$ cat src/hdl/latency_pkg.sv
/*
 * Package for the connection latency controller: register map, field positions,
 * slot figures and latency classes.
 * Assumes an AXI4-Lite slave with 32-bit data; register at 0x0E is indexed (x4).
 */
package latency_pkg;
    localparam int          SLOT_W          = 7;
    localparam int          STREAM_W        = 5;
    localparam int          DELTA_W         = 8;
    localparam int          STRD_W          = 6;
    localparam int          LAT_W           = 9;
    localparam logic [7:0]  IDX_GLOBAL_CTRL = 8'h0E;
    localparam logic [7:0]  IDX_STATUS      = 8'h0F;
    localparam logic [11:0] ADDR_GLOBAL_CTRL = 12'h038;
    localparam logic [11:0] ADDR_STATUS     = 12'h03C;
    localparam int          GC_OVERRIDE_BIT = 1;
    localparam int          GC_VALUE_BIT    = 0;
    localparam logic [7:0]  GC_RESET        = 8'h00;
    localparam logic [8:0]  FRAME_SLOTS     = 9'd128;
    localparam logic [8:0]  TWO_FRAMES      = 9'd256;
    localparam logic [8:0]  LAT_WRAP_ONE    = 9'd257;
    localparam logic [8:0]  LAT_WRAP_TWO    = 9'd258;
    localparam logic [8:0]  LAT_SHORT_TWO   = 9'd2;
    localparam logic [1:0]  RESP_OKAY       = 2'b00;
    localparam logic [1:0]  RESP_SLVERR     = 2'b10;
    typedef enum logic [1:0] {LAT_MIN, LAT_CONST, LAT_SPECIAL, LAT_ILLEGAL} lat_class_t;
endpackage

$ cat src/hdl/timeslot_connection_latency_ctrl.sv
/*
 * Latency control top: global control register over AXI4-Lite, buffer-select
 * resolution and a registered latency result for the presented connection.
 * Assumes connection fields come from logic on the same clock.
 */
// Design decision made here: register access over AXI4-Lite.
`timescale 1ns/1ps
module timeslot_connection_latency_ctrl
    import latency_pkg::*;
(
    input  wire logic                             clock,
    input  wire logic                             resetn,
    input  wire logic                             s_axi_awvalid,
    output logic                                  s_axi_awready,
    input  wire logic [11:0]                      s_axi_awaddr,
    input  wire logic                             s_axi_wvalid,
    output logic                                  s_axi_wready,
    input  wire logic [31:0]                      s_axi_wdata,
    input  wire logic [3:0]                       s_axi_wstrb,
    output logic                                  s_axi_bvalid,
    input  wire logic                             s_axi_bready,
    output logic [1:0]                            s_axi_bresp,
    input  wire logic                             s_axi_arvalid,
    output logic                                  s_axi_arready,
    input  wire logic [11:0]                      s_axi_araddr,
    output logic                                  s_axi_rvalid,
    input  wire logic                             s_axi_rready,
    output logic [31:0]                           s_axi_rdata,
    output logic [1:0]                            s_axi_rresp,
    input  wire logic                             connValid,
    input  wire logic                             busSwitching,
    input  wire logic [latency_pkg::SLOT_W-1:0]   fromSlot,
    input  wire logic [latency_pkg::SLOT_W-1:0]   toSlot,
    input  wire logic [latency_pkg::STREAM_W-1:0] fromStream,
    input  wire logic [latency_pkg::STREAM_W-1:0] toStream,
    input  wire logic                             localBufferSelect,
    input  wire logic                             tagBufferSelect,
    output logic                                  bufferSelect,
    output logic                                  resultValid,
    output logic                                  resultForward,
    output logic                                  resultReverse,
    output logic [latency_pkg::LAT_W-1:0]         resultLatency,
    output logic signed [latency_pkg::STRD_W-1:0] resultStreamDelta
);
    import latency_pkg::*;

    // ==========================================================
    // Register bus
    logic [7:0]  globalCtrl;
    logic        awHeld;
    logic        wHeld;
    logic [11:0] awAddr;
    logic [31:0] wData;
    logic [3:0]  wStrb;
    logic        illegalSeen;
    logic [3:0]  lastClass;

    wire logic doWrite    = awHeld && wHeld && !s_axi_bvalid;
    wire logic wrHit      = awAddr == ADDR_GLOBAL_CTRL;
    wire logic wrStatus   = awAddr == ADDR_STATUS;
    wire logic rdHitCtrl  = s_axi_araddr == ADDR_GLOBAL_CTRL;
    wire logic rdHitStat  = s_axi_araddr == ADDR_STATUS;
    wire logic takeRead   = s_axi_arvalid && s_axi_arready;

    assign s_axi_awready = !awHeld && !s_axi_bvalid;
    assign s_axi_wready  = !wHeld && !s_axi_bvalid;
    assign s_axi_arready = !s_axi_rvalid;

    always_ff @(posedge clock or negedge resetn) begin
        if (!resetn) begin
            awHeld <= 1'b0;
            wHeld  <= 1'b0;
            awAddr <= '0;
            wData  <= '0;
            wStrb  <= '0;
        end else begin
            if (s_axi_awvalid && s_axi_awready) begin
                awHeld <= 1'b1;
                awAddr <= s_axi_awaddr;
            end else if (doWrite) begin
                awHeld <= 1'b0;
            end
            if (s_axi_wvalid && s_axi_wready) begin
                wHeld <= 1'b1;
                wData <= s_axi_wdata;
                wStrb <= s_axi_wstrb;
            end else if (doWrite) begin
                wHeld <= 1'b0;
            end
        end
    end

    always_ff @(posedge clock or negedge resetn) begin
        if (!resetn) begin
            globalCtrl   <= GC_RESET;
            s_axi_bvalid <= 1'b0;
            s_axi_bresp  <= RESP_OKAY;
        end else begin
            if (doWrite) begin
                if (wrHit && wStrb[0]) begin
                    globalCtrl <= wData[7:0];
                end
                s_axi_bvalid <= 1'b1;
                s_axi_bresp  <= (wrHit || wrStatus) ? RESP_OKAY : RESP_SLVERR;
            end else if (s_axi_bready) begin
                s_axi_bvalid <= 1'b0;
            end
        end
    end

    always_ff @(posedge clock or negedge resetn) begin
        if (!resetn) begin
            s_axi_rvalid <= 1'b0;
            s_axi_rdata  <= '0;
            s_axi_rresp  <= RESP_OKAY;
        end else if (takeRead) begin
            s_axi_rvalid <= 1'b1;
            s_axi_rresp  <= (rdHitCtrl || rdHitStat) ? RESP_OKAY : RESP_SLVERR;
            s_axi_rdata  <= rdHitCtrl ? {24'h00_0000, globalCtrl} :
                            rdHitStat ? {27'h000_0000, illegalSeen, lastClass} :
                            32'h0000_0000;
        end else if (s_axi_rready) begin
            s_axi_rvalid <= 1'b0;
        end
    end

    // ==========================================================
    // Buffer-select resolution
    wire logic globalOverride = globalCtrl[GC_OVERRIDE_BIT];
    wire logic globalValue    = globalCtrl[GC_VALUE_BIT];
    wire logic perConnSelect  = busSwitching ? tagBufferSelect : localBufferSelect;
    wire logic effSelect      = globalOverride ? globalValue : perConnSelect;

    logic signed [STRD_W-1:0]  calcStreamDelta;
    logic                      calcForward;
    logic                      calcReverse;
    logic [LAT_W-1:0]          calcLatency;
    lat_class_t                calcClass;

    latency_calc u_calc (
        .fromSlot     (fromSlot),
        .toSlot       (toSlot),
        .fromStream   (fromStream),
        .toStream     (toStream),
        .bufferSelect (effSelect),
        .slotDelta    (),
        .streamDelta  (calcStreamDelta),
        .isForward    (calcForward),
        .isReverse    (calcReverse),
        .latency      (calcLatency),
        .latClass     (calcClass)
    );

    // ==========================================================
    // Result registers
    always_ff @(posedge clock or negedge resetn) begin
        if (!resetn) begin
            bufferSelect      <= 1'b0;
            resultValid       <= 1'b0;
            resultForward     <= 1'b0;
            resultReverse     <= 1'b0;
            resultLatency     <= '0;
            resultStreamDelta <= '0;
            lastClass         <= '0;
            illegalSeen       <= 1'b0;
        end else begin
            resultValid <= connValid;
            if (connValid) begin
                bufferSelect      <= effSelect;
                resultForward     <= calcForward;
                resultReverse     <= calcReverse;
                resultLatency     <= calcLatency;
                resultStreamDelta <= calcStreamDelta;
                lastClass         <= 4'(1 << calcClass);
            end
            // Sticky flag; a new illegal request wins over the clear
            if (connValid && calcClass == LAT_ILLEGAL) begin
                illegalSeen <= 1'b1;
            end else if (doWrite && wrStatus && wStrb[0] && wData[4]) begin
                illegalSeen <= 1'b0;
            end
        end
    end
endmodule

$ cat src/hdl/latency_calc.sv
/*
 * Combinational latency evaluator for one connection.
 * Assumes its inputs are stable within a cycle; result registered by caller.
 */
`timescale 1ns/1ps
module latency_calc
    import latency_pkg::*;
(
    input  wire logic [latency_pkg::SLOT_W-1:0]   fromSlot,
    input  wire logic [latency_pkg::SLOT_W-1:0]   toSlot,
    input  wire logic [latency_pkg::STREAM_W-1:0] fromStream,
    input  wire logic [latency_pkg::STREAM_W-1:0] toStream,
    input  wire logic                             bufferSelect,
    output logic signed [latency_pkg::DELTA_W-1:0] slotDelta,
    output logic signed [latency_pkg::STRD_W-1:0] streamDelta,
    output logic                                  isForward,
    output logic                                  isReverse,
    output logic [latency_pkg::LAT_W-1:0]         latency,
    output latency_pkg::lat_class_t               latClass
);
    // Signed slot and stream differences of zero-extended fields
    assign slotDelta   = $signed({1'b0, toSlot}) - $signed({1'b0, fromSlot});
    assign streamDelta = $signed({1'b0, toStream}) - $signed({1'b0, fromStream});
    assign isForward   = slotDelta > 0;
    assign isReverse   = slotDelta < 0;

    wire logic [LAT_W-1:0] deltaExt = LAT_W'(slotDelta);
    wire logic             strNeg   = streamDelta < 0;
    wire logic             nonNeg   = !slotDelta[DELTA_W-1];

    always_comb begin
        latency  = '0;
        latClass = LAT_MIN;
        if (slotDelta == 0 && streamDelta == 0) begin
            latClass = LAT_ILLEGAL;
        end else if ((!bufferSelect && slotDelta == 1) ||
                     (bufferSelect && slotDelta == -127)) begin
            latency  = LAT_WRAP_ONE;
            latClass = LAT_SPECIAL;
        end else if ((!bufferSelect && slotDelta == 2) ||
                     (bufferSelect && slotDelta == -126)) begin
            latency  = strNeg ? LAT_WRAP_TWO : LAT_SHORT_TWO;
            latClass = LAT_SPECIAL;
        end else if (bufferSelect) begin
            latency  = FRAME_SLOTS + deltaExt;
            latClass = nonNeg ? LAT_CONST : LAT_MIN;
        end else begin
            latency  = nonNeg ? deltaExt : TWO_FRAMES + deltaExt;
            latClass = nonNeg ? LAT_MIN : LAT_CONST;
        end
    end
endmodule

$ cat config.mk
export PLATFORM = sky130hd
export DESIGN_NAME = timeslot_connection_latency_ctrl
export DESIGN_NICKNAME = d
export VERILOG_FILES = /design/src/hdl/latency_pkg.sv /design/src/hdl/timeslot_connection_latency_ctrl.sv /design/src/hdl/latency_calc.sv
export SDC_FILE = /design/constraint.sdc
export NUM_CORES = 1
export LEC_CHECK = 0
export BUFFER_PORTS_ARGS = -buffer_cell sky130_fd_sc_hd__buf_2
export CORE_MARGIN = 2
export CORE_UTILIZATION = 43
export CTS_CLUSTER_SIZE = 14
export DETAILED_ROUTE_END_ITERATION = 7
export GPL_ROUTABILITY_DRIVEN = 0
export PLACE_DENSITY = 0.78
export SLEW_MARGIN = 20
export SYNTH_ARGS = -nofsm -noshare
export SYNTH_HDL_FRONTEND = slang
export SYNTH_SLANG_ARGS = --single-unit
$ cat constraint.sdc
create_clock -name clock -period 1.99 [get_ports clock]
set_input_delay 0.0995 -clock clock [delete_from_list [all_inputs] [get_ports clock]]
set_output_delay 0.0995 -clock clock [all_outputs]
set_load 0.01 [all_outputs]
==> results of run 1 <==
-- repair_timing --
item                                    4_1_cts  5_1_grt
gates resized for setup                       8       16
cloned                                        0        0
endpoints found under the setup margin        9       15
buffers inserted                              1        1
hold buffers                                 18        0
hold endpoints to repair                     84        0
pin swaps                                     5        6
-- Yosys cell counts (all sizes together) (3+ instances only) --
master   number  area share, %
clkbuf        9           0.97
nor2         13            1.4
buf          28            5.9
o2bb2ai       4            1.0
nor2b         3           0.54
mux2i         7            2.0
o21ai        15            2.3
nor3          5           0.72
a22o          4            1.0
ha           12            4.3
nor4b         3            1.2
a21oi         9            1.3
nand3         4           0.57
dfrtp        67             48
xnor2         4            1.0
inv          18            1.9
nand2        20            2.2
mux2         36             12
o31ai         6            1.3
a21o          6            1.3
-- stage by stage --
| stage | hold slack, ns | util, % | cells | total power (uW) | TNS (ns) |
|---|---|---|---|---|---|
| after floorplan | -0.196 | - | 335 | 2640 | -1.05 |
| after global placement | 0.144 | 53.3 | 518 | 2960 | -2.84 |
| after detailed placement | 0.144 | 53.3 | 518 | 3010 | -3.98 |
| after CTS | 0.000591 | 58.6 | 551 | 4200 | -1.35 |
| after global routing | 0.00899 | 59.6 | 552 | 4460 | -2.37 |
| final | 0.0120 | 59.6 | 552 | 4200 | -1.10 |
-- cells in the final DEF (no fill, tap or decap), drive strengths merged, types with 3 or more instances in the layout --
cell and n:
buf 120, dfrtp 67, mux2 36, conb 26, nand2 20, dlygate4sd3 18
inv 18, o21ai 15, nor2 13, clkbuf 12, ha 12, a21oi 9
mux2i 7, a21o 6, o31ai 6, nor3 5, xnor2 4, o2bb2ai 4
a22o 4, nand3 4, nor2b 3, nor4b 3
-- how the worst min path moves through the flow --
stage | from | endpoint | slack, ns | depth (start not counted)
floorplan | resetn | awAddr[0]$_DFFE_PN0P_ | -0.20 | 0
global placement | resetn | s_axi_rresp[1]$_DFFE_PN0P_ | 0.14 | 2
detailed placement | resetn | s_axi_rdata[6]$_DFFE_PN0P_ | 0.14 | 2
CTS | s_axi_awaddr[9] | awAddr[9]$_DFFE_PN0P_ | 0.0006 | 2
global route | s_axi_wdata[4] | wData[4]$_DFFE_PN0P_ | 0.009 | 2
finish | s_axi_awaddr[9] | awAddr[9]$_DFFE_PN0P_ | 0.01 | 2
-- cell families after synthesis --
group	Yosys count
multiplexers	43
adder cells (fa/ha/maj)	14
buffers and inverters	55
XOR/XNOR	6
AND/OR/NAND/NOR	65
AO/OA/AOI/OAI	59
flip-flops	67
other	1
-- per-layer routing --
layer	vias to the layer above	share of wire (%)
li1	1317	-
met3	10	5.8
met5	-	0
met4	0	0.99
met2	86	50
met1	1276	44
-- power groups by stage --
stage	logic [uW]	registers (uW)	clock network, uW
4_1_cts	1140	1890	1170
3_5_place_dp	1100	1910	0
3_3_place_gp	1070	1890	0
6_report	1170	1890	1140
5_1_grt	1290	1930	1240
2_1_floorplan	745	1890	0
-- state kept, by name, summed over array words and instances, names as in the netlist, 4 cells and up --
name,cells
wData,8
resultLatency,9
awAddr,12
lastClass,4
resultStreamDelta,6
s_axi_rdata,8
globalCtrl,8
-- cell type report --
class | count | area [sq um]
inverters | 18 | 80.1
flip-flops and latches | 67 | 1680
clock inverters | 2 | 35.0
well taps | 102 | 128
multi-input cells | 213 | 1720
fillers | 662 | 3150
repair buffers | 138 | 855
clock buffers | 12 | 165
-- critical path, cell delays in order (launching register included) --
cell and delay, ns:
dfrtp_1 0.39, nor4b_2 0.30, nand4_1 0.12, or4_4 0.53, nor4_4 0.16, buf_6 0.20, mux2_4 0.31
==> run summary, run 1 <==
Die area = 0.00885 sq mm
Outcome = finished with violations
Simple-Gate Fraction of Synth Area = 10.7%
Crit path capture type = flop
Detailed Routing Iterations Pass 1 = 4
Placed wire-length estimate = 5580 um
Clock power frac = 27.2%
Ant diodes = 0
Io pins = 155
Failing checks = negative setup slack
Port Buffers = 101
Relative slew slack = 55.3%
Min cycle time layout = 2.12 ns
Least-Margin Pin Slew = 0.671 ns
Final Cell Area = 0.00466 sq mm
Starting density of the core = 44.7%
Worst endpoint required time = 2.20 ns
CTS tree = done
Critical path type = flop to flop
DR DRC count = 0
RSZ-0062 raised after global routing = true
Clk sinks = 67
CP startpoint = awAddr[10]$_DFFE_PN0P_
Fmax achieved = 471 MHz
Worst-case clock buffer depth = 2
CTS Root Cell = clkbuf_8
Post-synth EDFFs = 0
Compound-Gate Fraction of Synth Area = 11.7%
R2r setup slk = -0.13 ns
Reg clk slew, reported paths = 0.07 ns
Vias in the first global route = 2753
Seq pwr share = 45.0%
Logic pwr share = 27.8%
Violation count after the first detailed-route iteration = 106
Setup ws final = -0.132 ns
Critical-path maximum fanout = 8
Pin count of the biggest net entering global routing = 68
Syn Area/Cell = 11.2 sq um
Primary FF master, synth = dfrtp_1
Mean routed wirelength per cell = 13.9 um
Mux contribution to synthesized area = 13.6%
Sw frac = 29.4%
Crit Reg-Reg Endpoint = globalCtrl[7]$_DFFE_PN0P_
Die width = 94.1 um
Setup crit start kind = flop
Fraction of layout cells with a size suffix above 1 = 43.1%
XOR/XNOR Fraction of Synth Area = 1.51%
Synth warnings = 0
Vias = 2689
Final wirelength = 7690 um
Global Route Usage Sum = 18.1%
Met1 GRT Util = 22.3%
Post-route clock period utilization = 107%
Nets@finish = 556
Vias per cell = 4.87
Post-route ant nets = 0
Adder-cell share of the synthesized area = 5.45%
Post-synth ARST share = 100%
Htree depth = 3
Most used routing layer in global routing = met2
Seq/Total Area, Yosys = 48.1%
Initial antenna violation count = 0
Placed cell areas = 0.00416 sq mm
Area Growth Syn to Fin = 33.5%
Rows = 32
GR Util met2 = 31.4%
Largest family of logic cells by synthesized area = multiplexers
Routing usage on met3 = 3.93%
GRT overflow = 0
CP arrival = 2.33 ns
Leak pwr = 0.00229 uW
Hold Vio Cnt, Final = 0
Synth unique cells = 51
Pre-CTS setup slack = -0.359 ns
Die H = 94.1 um
Mapped Area = 0.00349 sq mm
Core area = 0.00781 sq mm
Worst IR Drop VDD = 0.585 mV
Worst setup endpoint = globalCtrl[7]$_DFFE_PN0P_
NetSw = 1230 uW
Endpoints failing setup = 9
Cell count after synthesis = 310
Launch point of the worst reg-to-reg path = awAddr[10]$_DFFE_PN0P_
Skew-Pair Late Insertion Delay = 0.33 ns
Max cap viols = 0
Power Dens Cells = 901 mW/mm^2
Hold crit path type = primary input to flop
Slew Viols, Final = 0
Num CTS Buffers = 9
Clock skew = 0.00333 ns
R2R depth = 6
#FFs+latches synth = 67
First-pass GRT wire length = 12600 um
P_int = 2960 uW
Note: power is estimated with default switching activity, not from simulation.
==> inputs of run 2 (changes only) <==
- ABC_AREA: unset -> 1
- PLACE_DENSITY: 0.78 -> 0.77
==> run 2 against run 1 <==
Compared with the run above: the run now ends clean; worst setup slack better by 0.55 ns; total power is 1.1% higher; non-clock buffer count is 21 lower; synthesized area is 4.2% higher; critical path depth is 9 higher; combinational power hardly changed; sequential power is 3% lower; critical path type is now primary input to flop.
==> run summary, run 2 <==
Outcome = complete, no violations
Total power = 4240 uW (+1.1%)
R2r setup slk = 0.46 ns (+0.59 ns)
Vias = 3145 (+17%)
Least-Margin Pin Slew = 0.675 ns (+0.00430 ns)
Setup TNS Final = 0 ns (+1.10 ns)
Top flop regs = awAddr: 12 flops, resultLatency: 9 flops
R2R depth = 9 (+3)
Post-CTS setup buffers = 0 (-1)
Hold crit path type = primary input to flop
Commonest cells in the netlist = nand2_1, dfrtp_1, inv_1
Syn Area/Cell = 8.37 sq um (-26%)
Placed wire-length estimate = 5760 um (+3.3%)
Seq/Total Area, Yosys = 46.1% (-2.0 points)
Power Dens Cells = 938 mW/mm^2 (+4.1%)
Adder-cell share of the synthesized area = 5.23% (-0.22 points)
RSZ-0062 raised after global routing = false
Port Buffers = 101 (unchanged)
Violation count after the first detailed-route iteration = 138 (+30%)
Area Growth Syn to Fin = 24.4%
Worst setup endpoint = resultLatency[8]$_DFFE_PN0P_
Register with the most flip-flops = awAddr
Slowest CP cell = fa_1
Worst IR Drop VDD = 0.490 mV (-16%)
Io pins = 155 (unchanged)
Primary FF master, synth = dfrtp_1
Skew-Pair Late Insertion Delay = 0.34 ns (about the same)
Die width = 95.9 um (+2.0%)
Mean routed wirelength per cell = 11.3 um (-19%)
Critical Path Most Common Cell = nand2_1
Rows = 33 (+3.1%)
Crit-path cells = buf_2 > inv_1 > ha_1 > inv_1 > fa_1 > nand2_1 > nand3b_1 > nand2_2 > nand3_2 > nor2_4 > nand3_4 > nand2_2 > inv_2 > nand2_1 > nand2_1
Compound-Gate Fraction of Synth Area = 9.98% (-1.7 points)
First-pass GRT wire length = 12200 um (-2.6%)
Ant diodes = 0 (unchanged)
Mux contribution to synthesized area = 1.86% (-12 points)
Htree depth = 3 (unchanged)
Post-route ant nets = 0 (unchanged)
CP startpoint = toSlot[0]
Cell with the most instances after synthesis = nand2_1
Worst-case clock buffer depth = 2 (unchanged)
Post-synth ARST share = 100% (unchanged)
Layout Cells excl Fill = 662 (+20%)
Launch point of the worst reg-to-reg path = globalCtrl[1]$_DFFE_PN0P_
Crit-path max cell delay = 0.43 ns (-0.10 ns)
Mapped Area = 0.00363 sq mm (+4.2%)
Cell count after synthesis = 434 (+40%)
Simple-Gate Fraction of Synth Area = 23.4% (+13 points)
Critical path type = primary input to flop
Crit Reg-Reg Endpoint = resultLatency[8]$_DFFE_PN0P_
Clock skew = 0.00895 ns (+0.00562 ns)
Post-synth EDFFs = 0 (unchanged)
GRT overflow = 0 (unchanged)
Final wirelength = 7480 um (-2.7%)
Crit path capture type = flop
Multi-input logic area = 0.00160 sq mm (-7.1%)
Synth unique cells = 39 (-24%)
Die H = 95.9 um (+2.0%)
Critical-path maximum fanout = 5 (-3)
CTS Root Cell = clkbuf_8
Post-route clock period utilization = 79.1% (-28 points)
Die area = 0.00920 sq mm (+4.1%)
CP arrival = 1.80 ns (-0.53 ns)
Commonest non-fill, non-tap cell in the layout = buf_2
Min cycle time layout = 1.57 ns (-0.549 ns)
Vias in the first global route = 2921 (+6.1%)
Vias per cell = 4.75 (-2.5%)
CTS resizes = 0 (-8)
Placed cells = 633 (+22%)
Max cap viols = 0 (unchanged)
Fmax achieved = 635 MHz (+35%)
Fillers = 803 (+21%)
Register Area = 0.00168 sq mm (unchanged)
Fraction of layout cells with a size suffix above 1 = 27.3% (-16 points)
Synth warnings = 0 (unchanged)
Hold Vio Cnt, Final = 0 (unchanged)
Largest family of logic cells by synthesized area = simple AND/OR/NAND/NOR gates
Relative slew slack = 55.0% (-0.29 points)
Setup crit start kind = primary input
Initial antenna violation count = 0 (unchanged)
#FFs+latches synth = 67 (unchanged)
Worst endpoint required time = 2.22 ns (+0.02 ns)
Synth top area cells = dfrtp_1, nand2_1, inv_1, buf_4, ha_1
Nets@finish = 661 (+19%)
Reg clk slew, reported paths = 0.07 ns (about the same)
Pin count of the biggest net entering global routing = 68 (unchanged)
XOR/XNOR Fraction of Synth Area = 0.723% (-0.78 points)
Global Route Usage Sum = 17.0% (-1.2 points)
WP depth = 15 (+9)
Clk sinks = 67 (unchanged)
Endpoints failing setup = 0 (-9)
Worst Path Buf+Inv = 4 (+3)
Slew Viols, Final = 0 (unchanged)
Commonest non-fill, non-tap cells in the layout = buf_2, nand2_1, dfrtp_1, inv_1, nor2_1
Leak pwr = 0.00244 uW (+6.2%)
Detailed Routing Iterations Pass 1 = 5 (+1)
Num CTS Buffers = 9 (unchanged)
Starting density of the core = 44.2% (-0.43 points)
CP delay by family, top = simple AND/OR/NAND/NOR gates
CTS tree = done
Max FFs per register = 12 (unchanged)
Share of the synthesized area in the top cell type = 46.1% (-2.0 points)
Post-synth top area cell = dfrtp_1
Core area = 0.00822 sq mm (+5.2%)
DR DRC count = 0 (unchanged)
[run 2: changes by cell type after synthesis, sizes merged, moves of 6 or more]
cell | previous run | this run
nand2 | 20 | 101
inv | 18 | 58
mux2 | 36 | 6
nor2 | 13 | 42
a21oi | 9 | 23
mux2i | 7 | 0
o31ai | 6 | 0
nand4 | 2 | 14
o21ai | 15 | 26
nand3 | 4 | 22
[run 2: metal layers]
| layer | track usage, % | vias up | routed length, um |
|---|---|---|---|
| li1 | - | 1583 | - |
| met1 | 21.5 | 1441 | 3320 |
| met2 | 27.4 | 111 | 3630 |
| met3 | 4.39 | 10 | 436 |
| met4 | 7.62 | 0 | 92 |
| met5 | 0 | - | 0 |
[run 2: cell families (layout without fill, tap and decap cells)]
group	Yosys count	in the layout
buf+inv	94	192
flops	67	67
other cells	1	26
simple gates	188	188
fa+ha+maj	14	14
mux	6	6
xor+xnor	3	3
compound gates	61	61
[run 2: how the worst min path moves through the flow]
stage | startpoint | end | slack, ns | depth (start not counted)
after floorplan | resetn | awAddr[0]$_DFFE_PN0P_ | -0.20 | 0
after global placement | resetn | resultLatency[1]$_DFFE_PN0P_ | 0.14 | 2
after detailed placement | resetn | resultLatency[1]$_DFFE_PN0P_ | 0.15 | 2
after CTS | s_axi_awaddr[6] | awAddr[6]$_DFFE_PN0P_ | 0.00003 | 3
after global routing | s_axi_wdata[5] | wData[5]$_DFFE_PN0P_ | 0.001 | 3
final | s_axi_awaddr[6] | awAddr[6]$_DFFE_PN0P_ | 0.01 | 3
[run 2: report_power, final]
part,total [uW],internal (uW),switching [uW]
clock network,1260,713,546
registers,1830,1680,147
logic,1150,461,690
[run 2: through the flow]
| stage | area (sq um) | util [%] | hold WS (ns) | setup slack [ns] |
|---|---|---|---|---|
| final | 4520 | 55.0 | 0.0147 | 0.416 |
| after global routing | 4520 | 55.0 | 0.00119 | 0.246 |
| after CTS | 4520 | 55.0 | 0.0000287 | 0.428 |
| after detailed placement | 4170 | 50.7 | 0.146 | 0.0614 |
| after global placement | 4170 | 50.7 | 0.144 | 0.112 |
| after floorplan | 3730 | - | -0.196 | 0.368 |
[run 2: area by class of cell]
cell class | instances | share of cell area (%)
flip-flops and latches | 67 | 37.1
multi-input cells | 298 | 35.3
repair buffers | 117 | 14.8
well taps | 105 | 2.91
clock inverters | 7 | 2.24
clock buffers | 9 | 2.74
inverters | 59 | 4.90
[run 2: tightest hold or removal path: stages]
cell,delay (ns)
buf_2,0.08
nor2_1,0.03
a21oi_1,0.10
[run 2: timing repair]
item | CTS | global route
hold endpoints to repair | 79 | 0
hold buffers | 13 | 0
endpoints found under the setup margin | 0 | 0
==> inputs of run 3 (changes only) <==
- CORE_UTILIZATION: 43 -> 48
- PLACE_DENSITY: 0.77 -> 0.81
- clock period: 1.99 -> 1.5 ns (I/O delays scaled with it)
==> run 3 against run 2 <==
Compared with the run above: sequential share of layout area is 3.5 points lower; register-to-register slack worse by 0.39 ns; worst setup slack worse by 0.37 ns; via count is 3.6% higher; core utilization is 14 points higher; largest cell class is now multi-input combinational cells.
==> run summary, run 3 (synthesized netlist as in run 2, its figures left out) <==
Fmax achieved = 687 MHz
Fillers = 591 (-26%)
CP arrival = 1.68 ns (-0.12 ns)
Power Dens Cells = 1220 mW/mm^2 (+31%)
RSZ-0062 raised after global routing = true
Outcome = complete, no violations
DR DRC count = 0 (unchanged)
Port Buffers = 101 (unchanged)
Endpoints failing setup = 0 (unchanged)
Initial antenna violation count = 0 (unchanged)
GRT overflow = 0 (unchanged)
Hold Vio Cnt, Final = 0 (unchanged)
Mean routed wirelength per cell = 11.9 um (+5.7%)
Core area = 0.00729 sq mm (-11%)
Clk sinks = 67 (unchanged)
Ant diodes = 0 (unchanged)
Min cycle time layout = 1.46 ns
Register Area = 0.00168 sq mm (unchanged)
Skew-Pair Late Insertion Delay = 0.34 ns (about the same)
Nets@finish = 697 (+5.4%)
Critical path type = primary input to flop
Final wirelength = 8270 um (+11%)
Critical-path maximum fanout = 5 (unchanged)
Multi-input logic area = 0.00173 sq mm (+8.2%)
Clock skew = 0.0152 ns (+0.00620 ns)
Register with the most flip-flops = awAddr
Pre-CTS setup slack = -0.334 ns (-0.395 ns)
Area Growth Syn to Fin = 37.5%
Htree depth = 3 (unchanged)
Vias = 3258 (+3.6%)
Rows = 31 (-6.1%)
Post-route clock period utilization = 97.0%
Io pins = 155 (unchanged)
Final core occ = 68.5% (+14 points)
Die width = 91.0 um (-5.1%)
Setup ws final = 0.0450 ns (-0.371 ns)
Pin count of the biggest net entering global routing = 53 (-22%)
Placed wire-length estimate = 6070 um (+5.4%)
Vias per cell = 4.71 (-0.90%)
Vias in the first global route = 3210 (+9.9%)
Post-route ant nets = 0 (unchanged)
Max FFs per register = 12 (unchanged)
Setup TNS Final = 0 ns (unchanged)
Violation count after the first detailed-route iteration = 122 (-12%)
Commonest non-fill, non-tap cells in the layout = buf_2, nand2_1, dfrtp_1, inv_1, nor2_1
CTS tree = done
Crit path capture type = flop
Starting density of the core = 49.8% (+5.6 points)
Global Route Usage Sum = 20.4% (+3.4 points)
Worst IR Drop VDD = 0.877 mV (+79%)
Commonest non-fill, non-tap cell in the layout = buf_2
Max cap viols = 0 (unchanged)
Fraction of layout cells with a size suffix above 1 = 35.2% (+8.0 points)
Reg clk slew, reported paths = 0.07 ns (about the same)
Leak pwr = 0.00266 uW (+9.3%)
Die area = 0.00828 sq mm (-10%)
Top flop regs = awAddr: 12 flops, resultLatency: 9 flops
Die H = 91.0 um (-5.1%)
CTS Root Cell = clkbuf_8
First-pass GRT wire length = 13800 um (+13%)
Slew Viols, Final = 0 (unchanged)
Hold crit path type = primary input to flop
Num CTS Buffers = 9 (unchanged)
Total power = 6120 uW (+44%)
Worst-case clock buffer depth = 2 (unchanged)
Setup crit start kind = primary input
Detailed Routing Iterations Pass 1 = 4 (-1)
Worst endpoint required time = 1.72 ns (-0.50 ns)
==> run 3: cell count changes in the layout (fill, tap and decap cells not counted), moves of 4 or more <==
cell / change
nand2_2: +8
buf_4: +23
inv_2: +4
nand3_2: +4
buf_6: +4
inv_1: -7
dlygate4sd3_1: +10
nand2_1: -8
nand3_1: -4
==> run 3: repair_timing <==
action | CTS | global route
hold buffers | 23 | 0
endpoints found under the setup margin | 3 | 23
buffers inserted | 0 | 2
pin swaps | 0 | 13
resized for setup | 3 | 26
hold endpoints to repair | 37 | 0
gates cloned | 0 | 1
==> run 3: cell type report <==
cell class / count / share of cell area, %
Clock buffer: 10 / 2.75
Tap cell: 99 / 2.48
Inverter: 59 / 4.78
Sequential cell: 67 / 33.5
Clock inverter: 6 / 2.23
Timing Repair Buffer: 153 / 19.7
Multi-Input combinational cell: 298 / 34.5
==> run 3: metal layers <==
| metal | track usage [%] | part of all wire (%) | vias up |
|---|---|---|---|
| li1 | - | - | 1653 |
| met1 | 25.0 | 43 | 1495 |
| met2 | 35.6 | 51 | 100 |
| met3 | 4.73 | 5.3 | 10 |
| met4 | 6.57 | 0.94 | 0 |
| met5 | 0 | 0 | - |
==> run 3: worst max-delay path: stages <==
cell and delay (ns):
buf_2 0.14, inv_12 0.06, ha_4 0.13, inv_4 0.03, fa_2 0.38, nand3_2 0.11
nand3_1 0.08, nand2_1 0.10, nand2_2 0.08, nor2_4 0.18, nand3_4 0.11, nand2_2 0.07
inv_2 0.04, nand2_2 0.05, nand2_1 0.04
==> run 3: path summary, 6_finish.rpt <==
| kind | slack [ns] | to | cells after the start | start |
|---|---|---|---|---|
| worst max-delay path | 0.04 | resultLatency[8]$_DFFE_PN0P_ | 15 | toSlot[0] |
| worst min-delay path | 0.007 | awAddr[11]$_DFFE_PN0P_ | 3 | s_axi_awaddr[11] |
| worst max register to register | 0.07 | globalCtrl[4]$_DFFE_PN0P_ | 8 | awAddr[7]$_DFFE_PN0P_ |
| worst min register to register | 0.48 | resultStreamDelta[1]$_DFFE_PN0P_ | 2 | resultStreamDelta[1]$_DFFE_PN0P_ |
| max in group asynchronous | 0.69 | awAddr[4]$_DFFE_PN0P_ | 3 | resetn |
| min in group asynchronous | 0.21 | resultStreamDelta[1]$_DFFE_PN0P_ | 2 | resetn |
==> run 3: metrics by stage <==
| step | std cells | cell area, sq um | hold WS (ns) |
|---|---|---|---|
| floorplan | 459 | 3790 | -0.221 |
| CTS | 689 | 4890 | 0.00599 |
| detailed placement | 650 | 4400 | 0.0300 |
| finish | 692 | 5000 | 0.00654 |
| global route | 692 | 5000 | 0.0135 |
| global placement | 650 | 4400 | 0.0275 |
==> run 3: where the power goes <==
part,leakage [uW],internal (uW),switching [uW],total (uW)
sequential,0.000808,2230,218,2450
clock,0.000123,1150,715,1870
combinational,0.00173,776,1020,1800
